$ cat src/hdl/tpc_pkg.sv
// Constants, register map and encodings for the twisted-pair PHY control block.
// Assumes one 25 MHz APB clock; symbol streams are sampled on that same clock.
`default_nettype none
package tpc_pkg;
   localparam int TPC_PAIRS = 4;
   localparam int TPC_SYW = 3;
   localparam int TPC_VW = TPC_PAIRS * TPC_SYW;
   // Register byte offsets.
   localparam logic [7:0] TPC_CTRL_OFS = 8'h00;
   localparam logic [7:0] TPC_STAT_OFS = 8'h04;
   localparam logic [7:0] TPC_MAP_OFS = 8'h08;
   // Control register fields.
   localparam int TPC_CTRL_EEE = 0;
   localparam int TPC_CTRL_LPIREQ = 1;
   localparam int TPC_CTRL_RETRAIN = 2;
   localparam logic [31:0] TPC_CTRL_RST = 32'h0000_0000;
   // Pair map: 2-bit source pair per lane, bit 8..11 polarity invert.
   localparam logic [31:0] TPC_MAP_RST = 32'h0000_00e4;
   localparam int TPC_MAP_INV = 8;
   // Status fields.
   localparam int TPC_ST_LINK = 0;
   localparam int TPC_ST_MODE = 2;
   localparam int TPC_ST_STATE = 4;
   localparam int TPC_ST_CFG = 8;
   localparam int TPC_ST_LOC = 9;
   localparam int TPC_ST_REM = 10;
   localparam int TPC_ST_SCR = 11;
   localparam int TPC_ST_UPD = 12;
   // Time allowed for the remote receiver to train, in ns; no timer in tpc_ctrl uses it.
   localparam int TPC_TRAIN_NS = 2000;
   localparam int TPC_CLK_NS = 40;
   localparam int TPC_TRAIN_CYC = TPC_TRAIN_NS / TPC_CLK_NS;
   // Quiet cycles in LPI before a refresh burst.
   localparam int TPC_QUIET_NS = 800;
   localparam int TPC_QUIET_CYC = TPC_QUIET_NS / TPC_CLK_NS;
   localparam int TPC_REFR_CYC = 4;

   typedef enum logic [1:0] {
      TPC_LINK_FAIL = 2'b00,
      TPC_LINK_READY = 2'b01,
      TPC_LINK_OK = 2'b10
   } tpc_link_e;
   typedef enum logic [1:0] {
      TPC_LC_SCAN = 2'b00,
      TPC_LC_DISABLE = 2'b01,
      TPC_LC_ENABLE = 2'b10
   } tpc_lctl_e;
   typedef enum logic [1:0] {
      TPC_SEND_N = 2'b00,
      TPC_SEND_I = 2'b01,
      TPC_SEND_Z = 2'b10
   } tpc_txmode_e;
   typedef enum logic [2:0] {
      TPC_S_OFF = 3'b000,
      TPC_S_TRAIN = 3'b001,
      TPC_S_NORMAL = 3'b010,
      TPC_S_LPI_QUIET = 3'b011,
      TPC_S_LPI_REFR = 3'b100
   } tpc_state_e;
endpackage
`default_nettype wire

$ cat src/hdl/tpc_ctrl.sv
// PHY control, link status and symbol path for a four-pair twisted-pair PHY.
// Assumes all inputs synchronous to pclk; symbols are one per pclk cycle.
`default_nettype none
module tpc_ctrl
   import tpc_pkg::*;
(
   input wire logic pclk,
   input wire logic presetn,
   input wire logic psel,
   input wire logic penable,
   input wire logic pwrite,
   input wire logic [7:0] paddr,
   input wire logic [31:0] pwdata,
   output logic [31:0] prdata,
   output logic pready,
   output logic pslverr,
   input wire logic an_complete,
   input wire logic [1:0] link_control,
   input wire logic an_master,
   input wire logic loc_rcvr_ok,
   input wire logic rem_rcvr_ok,
   input wire logic scr_ok,
   input wire logic rem_lpi_req,
   input wire logic rem_update_done,
   output logic [1:0] link_status,
   output logic [1:0] tx_mode,
   output logic config_master,
   output logic lpi_mode,
   output logic loc_lpi_req,
   output logic loc_update_done,
   output logic loc_rcvr_report,
   input wire logic [11:0] pcs_tx_vec,
   output logic [11:0] mdi_tx_vec,
   input wire logic [11:0] mdi_rx_vec,
   input wire logic mdi_rx_valid,
   output logic [11:0] pcs_rx_vec,
   output logic pcs_rx_valid
);
   // ****************************************************************
   // Register interface
   // ****************************************************************
   logic [31:0] ctrl, next_ctrl;
   logic [31:0] pmap, next_pmap;
   logic [31:0] status;
   logic acc, wr, hit;
   assign acc = psel && penable;
   assign wr = acc && pwrite;
   assign hit = (paddr == TPC_CTRL_OFS) || (paddr == TPC_STAT_OFS) || (paddr == TPC_MAP_OFS);
   assign pready = 1'b1;
   assign pslverr = acc && !hit;

   always_comb begin
      next_ctrl = ctrl;
      next_pmap = pmap;
      if (wr && paddr == TPC_CTRL_OFS) begin
         next_ctrl = {29'h0, pwdata[2:0]};
      end
      if (wr && paddr == TPC_MAP_OFS) begin
         next_pmap = {20'h0, pwdata[11:0]};
      end
   end

   always_ff @(posedge pclk or negedge presetn) begin
      if (!presetn) begin
         ctrl <= TPC_CTRL_RST;
         pmap <= TPC_MAP_RST;
      end else begin
         ctrl <= next_ctrl;
         pmap <= next_pmap;
      end
   end

   always_comb begin
      case (paddr)
         TPC_CTRL_OFS: prdata = ctrl;
         TPC_STAT_OFS: prdata = status;
         TPC_MAP_OFS: prdata = pmap;
         default: prdata = 32'h0;
      endcase
   end

   // ****************************************************************
   // PHY control state machine
   // ****************************************************************
   tpc_state_e state, next_state;
   logic [7:0] tmr, next_tmr;
   logic both_ok, enabled, eee;
   assign both_ok = loc_rcvr_ok && rem_rcvr_ok;
   // Scan and disable requests both hold the state machine in OFF, transmit at zero and receive valid low.
   assign enabled = an_complete && (link_control == TPC_LC_ENABLE);
   assign eee = ctrl[TPC_CTRL_EEE];

   always_comb begin
      next_state = state;
      next_tmr = (tmr == 8'h0) ? 8'h0 : tmr - 8'h1;
      if (!enabled) begin
         next_state = TPC_S_OFF;
         next_tmr = 8'h0;
      end else begin
         case (state)
            TPC_S_OFF: next_state = TPC_S_TRAIN;
            TPC_S_TRAIN: begin
               if (both_ok) begin
                  next_state = TPC_S_NORMAL;
               end
            end
            TPC_S_NORMAL: begin
               if (!both_ok) begin
                  next_state = TPC_S_TRAIN;
               end else if (eee && ctrl[TPC_CTRL_LPIREQ] && rem_lpi_req) begin
                  next_state = TPC_S_LPI_QUIET;
                  next_tmr = 8'(TPC_QUIET_CYC);
               end
            end
            TPC_S_LPI_QUIET: begin
               // Leaving LPI is taken on any side dropping its request.
               if (!eee || !ctrl[TPC_CTRL_LPIREQ] || !rem_lpi_req) begin
                  next_state = TPC_S_TRAIN;
               end else if (tmr == 8'h0) begin
                  next_state = TPC_S_LPI_REFR;
                  next_tmr = 8'(TPC_REFR_CYC);
               end
            end
            TPC_S_LPI_REFR: begin
               if (!eee || !ctrl[TPC_CTRL_LPIREQ] || !rem_lpi_req) begin
                  next_state = TPC_S_TRAIN;
               end else if (tmr == 8'h0) begin
                  next_state = TPC_S_LPI_QUIET;
                  next_tmr = 8'(TPC_QUIET_CYC);
               end
            end
            default: next_state = TPC_S_OFF;
         endcase
      end
   end

   always_ff @(posedge pclk or negedge presetn) begin
      if (!presetn) begin
         state <= TPC_S_OFF;
         tmr <= 8'h0;
      end else begin
         state <= next_state;
         tmr <= next_tmr;
      end
   end

   // ****************************************************************
   // Mode, link status and indications
   // ****************************************************************
   logic [1:0] next_link, next_mode;
   logic next_upd;
   always_comb begin
      next_mode = TPC_SEND_I;
      next_link = TPC_LINK_FAIL;
      next_upd = 1'b0;
      case (state)
         TPC_S_NORMAL: begin
            next_mode = TPC_SEND_N;
            next_link = TPC_LINK_OK;
         end
         TPC_S_TRAIN: next_link = loc_rcvr_ok ? TPC_LINK_OK : TPC_LINK_READY;
         TPC_S_LPI_QUIET: begin
            next_mode = TPC_SEND_Z;
            next_link = TPC_LINK_OK;
            next_upd = 1'b1;
         end
         TPC_S_LPI_REFR: begin
            next_mode = TPC_SEND_I;
            next_link = TPC_LINK_OK;
            next_upd = loc_rcvr_ok;
         end
         default: begin
            next_mode = TPC_SEND_I;
            next_link = enabled ? TPC_LINK_READY : TPC_LINK_FAIL;
         end
      endcase
   end

   always_ff @(posedge pclk or negedge presetn) begin
      if (!presetn) begin
         link_status <= TPC_LINK_FAIL;
         tx_mode <= TPC_SEND_I;
         loc_update_done <= 1'b0;
      end else begin
         link_status <= next_link;
         tx_mode <= next_mode;
         loc_update_done <= next_upd;
      end
   end

   assign config_master = an_master;
   assign lpi_mode = (state == TPC_S_LPI_QUIET) || (state == TPC_S_LPI_REFR);
   assign loc_lpi_req = eee && ctrl[TPC_CTRL_LPIREQ];
   // Forced retraining reports the local receiver as unreliable to the far end.
   assign loc_rcvr_report = loc_rcvr_ok && !ctrl[TPC_CTRL_RETRAIN];

   // ****************************************************************
   // Transmit and receive symbol paths
   // ****************************************************************
   logic [11:0] next_tx, next_rx;
   logic [TPC_SYW-1:0] s;
   always_comb begin
      next_tx = 12'h0;
      next_rx = 12'h0;
      s = 3'h0;
      for (int i = 0; i < TPC_PAIRS; i++) begin
         s = pcs_tx_vec[i*TPC_SYW +: TPC_SYW];
         // Clamp out-of-range codes to the +/-2 rails.
         if ($signed(s) > 3'sd2 || $signed(s) < -3'sd2) begin
            s = s[2] ? 3'b110 : 3'b010;
         end
         if (tx_mode == TPC_SEND_Z) begin
            s = 3'h0;
         end else if (tx_mode == TPC_SEND_I && s[0]) begin
            s = 3'h0;
         end
         next_tx[i*TPC_SYW +: TPC_SYW] = s;
         s = mdi_rx_vec[pmap[2*i +: 2]*TPC_SYW +: TPC_SYW];
         if (pmap[TPC_MAP_INV+i]) begin
            s = 3'(-$signed(s));
         end
         next_rx[i*TPC_SYW +: TPC_SYW] = s;
      end
   end

   always_ff @(posedge pclk or negedge presetn) begin
      if (!presetn) begin
         mdi_tx_vec <= 12'h0;
         pcs_rx_vec <= 12'h0;
         pcs_rx_valid <= 1'b0;
      end else begin
         mdi_tx_vec <= enabled ? next_tx : 12'h0;
         pcs_rx_vec <= next_rx;
         pcs_rx_valid <= mdi_rx_valid && enabled;
      end
   end

   always_comb begin
      status = 32'h0;
      status[TPC_ST_LINK +: 2] = link_status;
      status[TPC_ST_MODE +: 2] = tx_mode;
      status[TPC_ST_STATE +: 3] = state;
      status[TPC_ST_CFG] = an_master;
      status[TPC_ST_LOC] = loc_rcvr_ok;
      status[TPC_ST_REM] = rem_rcvr_ok;
      status[TPC_ST_SCR] = scr_ok;
      status[TPC_ST_UPD] = rem_update_done;
   end

   // ****************************************************************
   // Checks
   // ****************************************************************
   // A scan request first forces the state to OFF, and the registered status follows one
   // edge later, so the check allows two edges.
   AST_DISABLED_FAIL: assert property (@(posedge pclk) disable iff (!presetn)
      (link_control == TPC_LC_SCAN) |-> ##2 (link_status == TPC_LINK_FAIL))
      else $error("link not FAIL under scan");
   // The mode register lags the state by one edge and the state lags both_ok by one more.
   AST_NORMAL_NEEDS_OK: assert property (@(posedge pclk) disable iff (!presetn)
      (tx_mode == TPC_SEND_N) |-> $past(both_ok, 2))
      else $error("normal mode without both receivers reliable");
   AST_OFF_NO_TX: assert property (@(posedge pclk) disable iff (!presetn)
      !enabled |=> (mdi_tx_vec == 12'h0))
      else $error("transmit while not enabled");
   AST_IDLE_EVEN: assert property (@(posedge pclk) disable iff (!presetn)
      ($past(tx_mode) == TPC_SEND_I) |-> !(mdi_tx_vec[0] | mdi_tx_vec[3] | mdi_tx_vec[6]
      | mdi_tx_vec[9]))
      else $error("odd level in idle");
   AST_ZERO_MODE: assert property (@(posedge pclk) disable iff (!presetn)
      ($past(tx_mode) == TPC_SEND_Z) |-> (mdi_tx_vec == 12'h0))
      else $error("nonzero symbol in zero mode");
   AST_START_TRAIN: assert property (@(posedge pclk) disable iff (!presetn)
      (state == TPC_S_OFF && enabled) |=> (state == TPC_S_TRAIN))
      else $error("start-up did not enter training");
   AST_LINK_LEGAL: assert property (@(posedge pclk) disable iff (!presetn)
      link_status != 2'b11)
      else $error("illegal link status");
   AST_LPI_NEEDS_EEE: assert property (@(posedge pclk) disable iff (!presetn)
      $rose(lpi_mode) |-> $past(eee && rem_lpi_req))
      else $error("LPI entered without capability and requests");

   // ****************************************************************
   // State and output sequencing checks
   // ****************************************************************
   AST_LINK_FAIL_OFF: assert property (@(posedge pclk) disable iff (!presetn)
      (state == TPC_S_OFF && !enabled) |=> (link_status == TPC_LINK_FAIL))
      else $error("link not FAIL while off and not enabled");
   AST_MODE_LEGAL: assert property (@(posedge pclk) disable iff (!presetn)
      tx_mode != 2'b11)
      else $error("illegal transmit mode");
   AST_NORMAL_OUT: assert property (@(posedge pclk) disable iff (!presetn)
      (state == TPC_S_NORMAL) |=> (link_status == TPC_LINK_OK && tx_mode == TPC_SEND_N))
      else $error("normal state outputs wrong");
   AST_TRAIN_IDLE: assert property (@(posedge pclk) disable iff (!presetn)
      (state == TPC_S_TRAIN) |=> (tx_mode == TPC_SEND_I))
      else $error("training not idle only");
   AST_TRAIN_READY: assert property (@(posedge pclk) disable iff (!presetn)
      (state == TPC_S_TRAIN && !loc_rcvr_ok) |=> (link_status == TPC_LINK_READY))
      else $error("training link not READY");
   AST_QUIET_ZERO: assert property (@(posedge pclk) disable iff (!presetn)
      (state == TPC_S_LPI_QUIET) |=> (tx_mode == TPC_SEND_Z && loc_update_done))
      else $error("quiet period outputs wrong");
   AST_REFR_IDLE: assert property (@(posedge pclk) disable iff (!presetn)
      (state == TPC_S_LPI_REFR) |=> (tx_mode == TPC_SEND_I))
      else $error("refresh not idle");
   AST_QUIET_TO_REFR: assert property (@(posedge pclk) disable iff (!presetn)
      (state == TPC_S_LPI_QUIET && enabled && eee && ctrl[TPC_CTRL_LPIREQ] && rem_lpi_req
      && tmr == 8'h0) |=> (state == TPC_S_LPI_REFR))
      else $error("quiet period did not end in refresh");
   AST_REFR_TO_QUIET: assert property (@(posedge pclk) disable iff (!presetn)
      (state == TPC_S_LPI_REFR && enabled && eee && ctrl[TPC_CTRL_LPIREQ] && rem_lpi_req
      && tmr == 8'h0) |=> (state == TPC_S_LPI_QUIET))
      else $error("refresh did not return to quiet");
   AST_DROP_TO_TRAIN: assert property (@(posedge pclk) disable iff (!presetn)
      (state == TPC_S_NORMAL && enabled && !both_ok) |=> (state == TPC_S_TRAIN))
      else $error("unreliable receiver kept normal mode");
   AST_NORMAL_TO_LPI: assert property (@(posedge pclk) disable iff (!presetn)
      (state == TPC_S_NORMAL && enabled && both_ok && eee && ctrl[TPC_CTRL_LPIREQ]
      && rem_lpi_req) |=> (state == TPC_S_LPI_QUIET))
      else $error("LPI not entered on both requests");
   AST_LPI_EXIT: assert property (@(posedge pclk) disable iff (!presetn)
      (lpi_mode && enabled && !rem_lpi_req) |=> (state == TPC_S_TRAIN))
      else $error("LPI not left when remote request drops");
   AST_NO_LPI_WITHOUT_EEE: assert property (@(posedge pclk) disable iff (!presetn)
      (!eee && !lpi_mode) |=> !lpi_mode)
      else $error("LPI entered without capability");
   AST_DISABLE_OFF: assert property (@(posedge pclk) disable iff (!presetn)
      !enabled |=> (state == TPC_S_OFF))
      else $error("processes running while disabled");
   AST_RX_VALID_GATED: assert property (@(posedge pclk) disable iff (!presetn)
      !enabled |=> !pcs_rx_valid)
      else $error("receive valid while not enabled");
   AST_RX_VALID_FOLLOW: assert property (@(posedge pclk) disable iff (!presetn)
      enabled |=> (pcs_rx_valid == $past(mdi_rx_valid)))
      else $error("receive valid not forwarded");
   AST_CFG_FOLLOWS: assert property (@(posedge pclk) disable iff (!presetn)
      config_master == an_master)
      else $error("configuration not continuous");
   AST_REPORT_RETRAIN: assert property (@(posedge pclk) disable iff (!presetn)
      ctrl[TPC_CTRL_RETRAIN] |-> !loc_rcvr_report)
      else $error("forced retrain not reported");
   // Codes three, minus three and minus four are outside the five levels.
   AST_TX_RANGE: assert property (@(posedge pclk) disable iff (!presetn)
      !(mdi_tx_vec[2:0] inside {3'b011, 3'b100, 3'b101})
      && !(mdi_tx_vec[5:3] inside {3'b011, 3'b100, 3'b101})
      && !(mdi_tx_vec[8:6] inside {3'b011, 3'b100, 3'b101})
      && !(mdi_tx_vec[11:9] inside {3'b011, 3'b100, 3'b101}))
      else $error("transmit symbol out of range");

   // ****************************************************************
   // Register bus checks
   // ****************************************************************
   AST_PREADY_HIGH: assert property (@(posedge pclk) disable iff (!presetn)
      (psel && penable) |-> pready)
      else $error("access without ready");
   AST_SLVERR_ACCESS: assert property (@(posedge pclk) disable iff (!presetn)
      pslverr |-> (psel && penable && !hit))
      else $error("error response outside unmapped access");
   AST_UNMAPPED_NO_WRITE: assert property (@(posedge pclk) disable iff (!presetn)
      (wr && !hit) |=> ($stable(ctrl) && $stable(pmap)))
      else $error("unmapped write changed a register");
   AST_PRDATA_UNMAPPED: assert property (@(posedge pclk) disable iff (!presetn)
      (acc && !hit && !pwrite) |-> (prdata == 32'h0))
      else $error("unmapped read not zero");
endmodule
`default_nettype wire

$ cat config.mk
export PLATFORM = sky130hd
export DESIGN_NAME = tpc_ctrl
export DESIGN_NICKNAME = d
export VERILOG_FILES = /design/src/hdl/tpc_pkg.sv /design/src/hdl/tpc_ctrl.sv
export SDC_FILE = /design/constraint.sdc
export NUM_CORES = 1
export LEC_CHECK = 0
export BUFFER_PORTS_ARGS = -buffer_cell sky130_fd_sc_hd__buf_2
export CORE_MARGIN = 2
export CORE_UTILIZATION = 50
export CTS_BUF_LIST = sky130_fd_sc_hd__clkbuf_4 sky130_fd_sc_hd__clkbuf_8 sky130_fd_sc_hd__clkbuf_16
export CTS_CLUSTER_DIAMETER = 60
export DETAILED_ROUTE_END_ITERATION = 16
export PLACE_DENSITY = 0.85
export SLEW_MARGIN = 0
export SYNTH_ARGS = -nofsm -noshare
export SYNTH_HDL_FRONTEND = slang
export SYNTH_SLANG_ARGS = --single-unit
$ cat constraint.sdc
create_clock -name pclk -period 5.32 [get_ports pclk]
set_input_delay 0.532 -clock pclk [delete_from_list [all_inputs] [get_ports pclk]]
set_output_delay 0.532 -clock pclk [all_outputs]
set_load 0.02 [all_outputs]
## Yosys cells after proc, flatten, opt, wreduce, memory -nomap -nowiden

Index checks and enable logic that the tools add are counted.

| storage, ports and cells | value |
|---|---|
| register bits after elaboration | 56 |
| bits of input ports | 79 |
| output and inout bits | 68 |
| word-level logic and storage cells | 123 |

| cells by class | value |
|---|---|
| $add $sub $neg | 5 |
| multipliers | 4 |
| magnitude comparators | 8 |
| eq/ne operators | 13 |
| shift-type cells | 4 |
| multiplexer cells | 45 |
| reductions and logical operators | 34 |

Operators with widths:

| cell | number |
|---|---|
| $mux W3 | 28 |
| $mux W8 | 8 |
| $shiftx A12 B5 Y3 | 4 |
| $pmux W13 S3 | 1 |
| $pmux W8 S3 | 1 |
| $logic_not A8 Y1 | 2 |
| $mul A2 B2 Y4 const B | 4 |
| $logic_and A1 B1 Y1 | 15 |
| $pmux W3 S5 | 1 |
| $gt A3 B3 Y1 const B | 4 |
| $lt A3 B2 Y1 const B | 4 |
| $mux W12 | 1 |
| $ne A4 B4 Y1 const B | 3 |
| $neg A3 Y3 | 4 |
| $logic_or A1 B1 Y1 | 9 |
| $eq A8 B3 Y1 const B | 1 |
| $eq A8 B4 Y1 const B | 1 |
| $pmux W2 S2 | 2 |
| $sub A8 B1 Y8 const B | 1 |
| $eq A3 B2 Y1 const B | 2 |
| $logic_not A1 Y1 | 5 |
| $eq A2 B2 Y1 const B | 2 |
| $reduce_and A4 Y1 | 1 |
| $eq A3 B1 Y1 const B | 1 |
| 8 further kinds | 8 |

## Depth between registers and ports, before layout

| depth | value |
|---|---|
| depth in word-level cells | 7 |
| gate-level depth with buffers | 7 |

## Worst setup path before layout

No wires, ideal clock.

| timing | value |
|---|---|
| path type | in2out |
| from | input paddr[2] |
| to | output prdata[10] |
| arrival | 1,728 ps |
| data required time | 4,788 ps |
| setup slack | 3,060 ps |
| stages on the path | 5 |
| path buffers | 2 |
| cell sequence | clkbuf_1 nor2b_1 and3_2 clkbuf_1 a22o_1 |

| on the way | value |
|---|---|
| cells in the longest elaborated chain, start to end | 2 |
| elaborated cells on any way between the ends | 4 |

Ends and longest elaborated chain:

| what | RTL line | RTL |
|---|---|---|
| start, declared | tpc_ctrl.sv:12 | `input wire logic [7:0] paddr,` |
| $eq A8 B4 Y1, or another cell as far along | tpc_ctrl.sv:74 | `case (paddr)` |
| $pmux W13 S3 * | tpc_ctrl.sv:74 |  |
| end, declared | tpc_ctrl.sv:14 | `output logic [31:0] prdata,` |

Mark *: on every way between the ends. The rest lies on a longest branch, timed or not.

## Worst setup path in the final report

| timing | value |
|---|---|
| from | input paddr[5] |
| to | output prdata[5] |

The elaborated chain is that of the path after synthesis.

==> impl_results.md <==
* DRC at 0
* Top FF cell, synth: dfrtp_1
* Final hold violation count at 0
* Synth cell types at 45
* Antenna Nets Post-Route at 0
* Period utilization at 0.471
* Wl on met1 at 2.86 mm
* Ratio of cells with drive above 1 in the final layout at 0.413
* WL met3 at 352 µm
* Mapped Cells at 279
* Dominant cell type by area after synthesis: dfrtp_1
* Pwr Total at around 0.85 mW
* Via density at 5.22
* Final Instance Count excl. Fillers at 458
* Worst path most repeated cell: buf_2
* Clk Latency, worst-skew pair at 300 ps
* Max cap viols at 0
* Final Skew at 3.48 ps
* Initial DRC Count at 76
* Total GRT Usage at 0.202
* Tightest Hold Check Type: in2async
* CP Capture Type: output pin
* DRT Pass-1 Iters at 4
* FFs w/ async S/R, synth at 1.00
* Avg Synthesized Cell Area at approximately 11 µm²
* Synthesized flop and latch total at 56
* Via Count at 2393
* Post-CTS setup repair buffer count at 0
* Die ar. at 6890 µm²
* # clock sinks at 56
* Final setup viols at 0
* Status: finished clean
* H-tree Lvls at 2
* Slew margin rel. at 0.540
* Min cycle time layout at around 2500 ps
* Commonest cells in the netlist: dfrtp_1 (51), nor2_1 (22), buf_4 (21)
* Root Buffer: clkbuf_8
* CTS resizes at 0
* Setup crit start kind: input port
* Rows at 28
* Cell Count Post-Placement at 450
* Antenna fix cells at 0
* Worst-path cell chain: buf_2 > nor4_4 > nand2_2 > nor3b_4 > a22o_1 > buf_2
* RSZ-0062 raised after global routing: no
* Post-Syn Area at around 3100 µm²
* Max incr delay on CP at about 470 ps
* Arrival time worst endpoint at 1970 ps
* Clock tree buffer depth at 2
* Kind of critical path: in2out
* Number of flops mapped to enable cells by yosys at 0
* Max Freq at 399 MHz
* YS warnings at 0
* Detailed placement HPWL at roughly 5.4 mm
* Highest Signal Layer: met4
* Gpl congestion at 0.857
* Final instance area at ~3700 µm²
* First-pass GRT wire length at ~11 mm
* Slew Limit Fails at 0
* Dominant cells by area after synthesis: dfrtp_1 (41%), mux4_2 (8.7%), buf_4 (5.1%), mux2_4 (4.8%), dfstp_2 (4.2%)
* Most frequent cell after synthesis: dfrtp_1
* Total global routing overflow at 0
* Input/output buffers at approximately 110
* Chip Height at 83 µm
* Starting density of the core at 0.521
* # IOs at 147
* Pwr/cell area at 227 nW/µm²
* Max IR drop VDD at 118 µV
* Hold slack at 341 ps
* Largest net degree at the start of global routing at 57
* Worst EP required at 4790 ps
* Num CTS Buffers at 5
* CTS tree: built
* Critical-path top delay cell: nor3b_4
* # hold bufs at CTS at 0
* Synth top area share at 0.409
* Wire per inst at 14.9 µm
* DP Area at ~3600 µm²
* Slew @ Worst Pin at 689 ps
* Setup TNS at 0 ps
* Initial antenna violation count at 0
* Core area at 5990 µm²
* Leak Pwr at between 1.5 and 2 nW
* Final net count at between 400 and 500
* Vias in the first global route at 2414
* Crit path max fanout at 10
* Routed WL at 6.84 mm
* Chip width at 83 µm
* Synthesis-to-finish area growth at 19.9%
* DR WL met2 at 3.40 mm
* Seq/Total Area, Yosys at 0.451
* Clk slew on worst S/H paths at 90 ps
## metal layers
| layer | vias up | track usage |
|---|---|---|
| li1 | 1138 | - |
| met1 | 1141 | 0.249 |
| met2 | 97 | 0.350 |
| met3 | 17 | 0.0278 |
| met4 | 0 | 0.0924 |
| met5 | - | 0 |
## kinds of logic (layout without fill, tap and decap cells)
logic type | Yosys count | in the layout | synth area share
and+or+nand+nor | 90 | 90 | 0.161
DFF | 56 | 56 | 0.451
buffers and inverters | 42 | 128 | 0.0810
AOI/OAI and AO/OA | 40 | 40 | 0.0814
muxes | 31 | 31 | 0.166
xor gates and xnor gates | 12 | 12 | 0.0337
adders and majority gates | 6 | 6 | 0.0241
other | 2 | 20 | 0.00241
## per-stage QoR
stage / setup slack, ps / utilization
floorplan: 3060 / -
global placement: 2810 / 0.604
detailed placement: 2760 / 0.604
CTS: 2780 / 0.625
global route: 2700 / 0.625
finish: 2820 / 0.625
## layout by cell type, fill, tap and decap left out, types with 2 or more instances in the layout
cell type	synthesis	final
ha_1	6	6
mux2_4	10	10
a22oi_1	2	2
buf_2	0	106
mux4_2	12	12
and2_1	5	5
clkbuf_8	0	7
xnor2_1	9	9
a21oi_1	14	14
o21ai_0	10	10
or3b_2	2	2
nand3_1	8	8
nor2b_1	3	3
nand3b_1	2	2
and3_1	5	5
or3_1	3	3
conb_1	2	20
dfstp_2	5	5
mux2_2	5	5
inv_1	13	13
dfrtp_1	51	51
nor3_1	2	2
nor2_1	22	22
a22o_1	8	8
nand2_1	18	18
nand2b_1	10	10
mux2i_1	4	4
xor2_1	3	3
## area by class of cell
type                       count  area [µm²]
clock buffer                   7        96.3
clock inverter                 1        30.0
tap                           75        93.8
multi-input combinational    199        1530
timing repair buffer         107         538
fill                         471        2250
inverter                      13        48.8
sequential                    56        1410
## power breakdown
group / switching [mW] / leakage [nW] / total [mW] / internal (mW)
Sequential: 0.00582 / 0.732 / 0.441 / 0.435
Combinational: 0.0667 / 1.16 / 0.112 / 0.0452
Clock: 0.132 / 0.0645 / 0.298 / 0.166
Total: 0.204 / 1.95 / 0.851 / 0.646
## state kept, by name, indices dropped and copies added, names as in the netlist
| name | flops |
|---|---|
| mdi_tx_vec | 12 |
| ctrl | 3 |
| tmr | 8 |
| pmap | 12 |
| link_status | 2 |
| tx_mode | 2 |
| state | 3 |
| loc_update_done | 1 |
| pcs_rx_valid | 1 |
| pcs_rx_vec | 12 |
## worst max-delay path, delay by kind of cell
| kind | cells | cell delay [ps] |
|---|---|---|
| buffers and inverters | 2 | 280 |
| AOI/OAI and AO/OA | 1 | 230 |
| and+or+nand+nor | 3 | 930 |
## path summary, 6_finish.rpt
path                            depth (start not counted)      endpoint  slack [ps]         start
worst max-delay path                                    6     prdata[5]        2820      paddr[5]
worst min-delay path                                    2        tmr[0]         340       presetn
worst max register to register                          5      state[2]        3390        tmr[4]
worst min register to register                          1        tmr[0]         500        tmr[0]
max in group asynchronous                               2       pmap[8]        4520       presetn
min in group pclk                                       2  pcs_rx_valid         430  mdi_rx_valid
(Power assumes the default switching activity.)
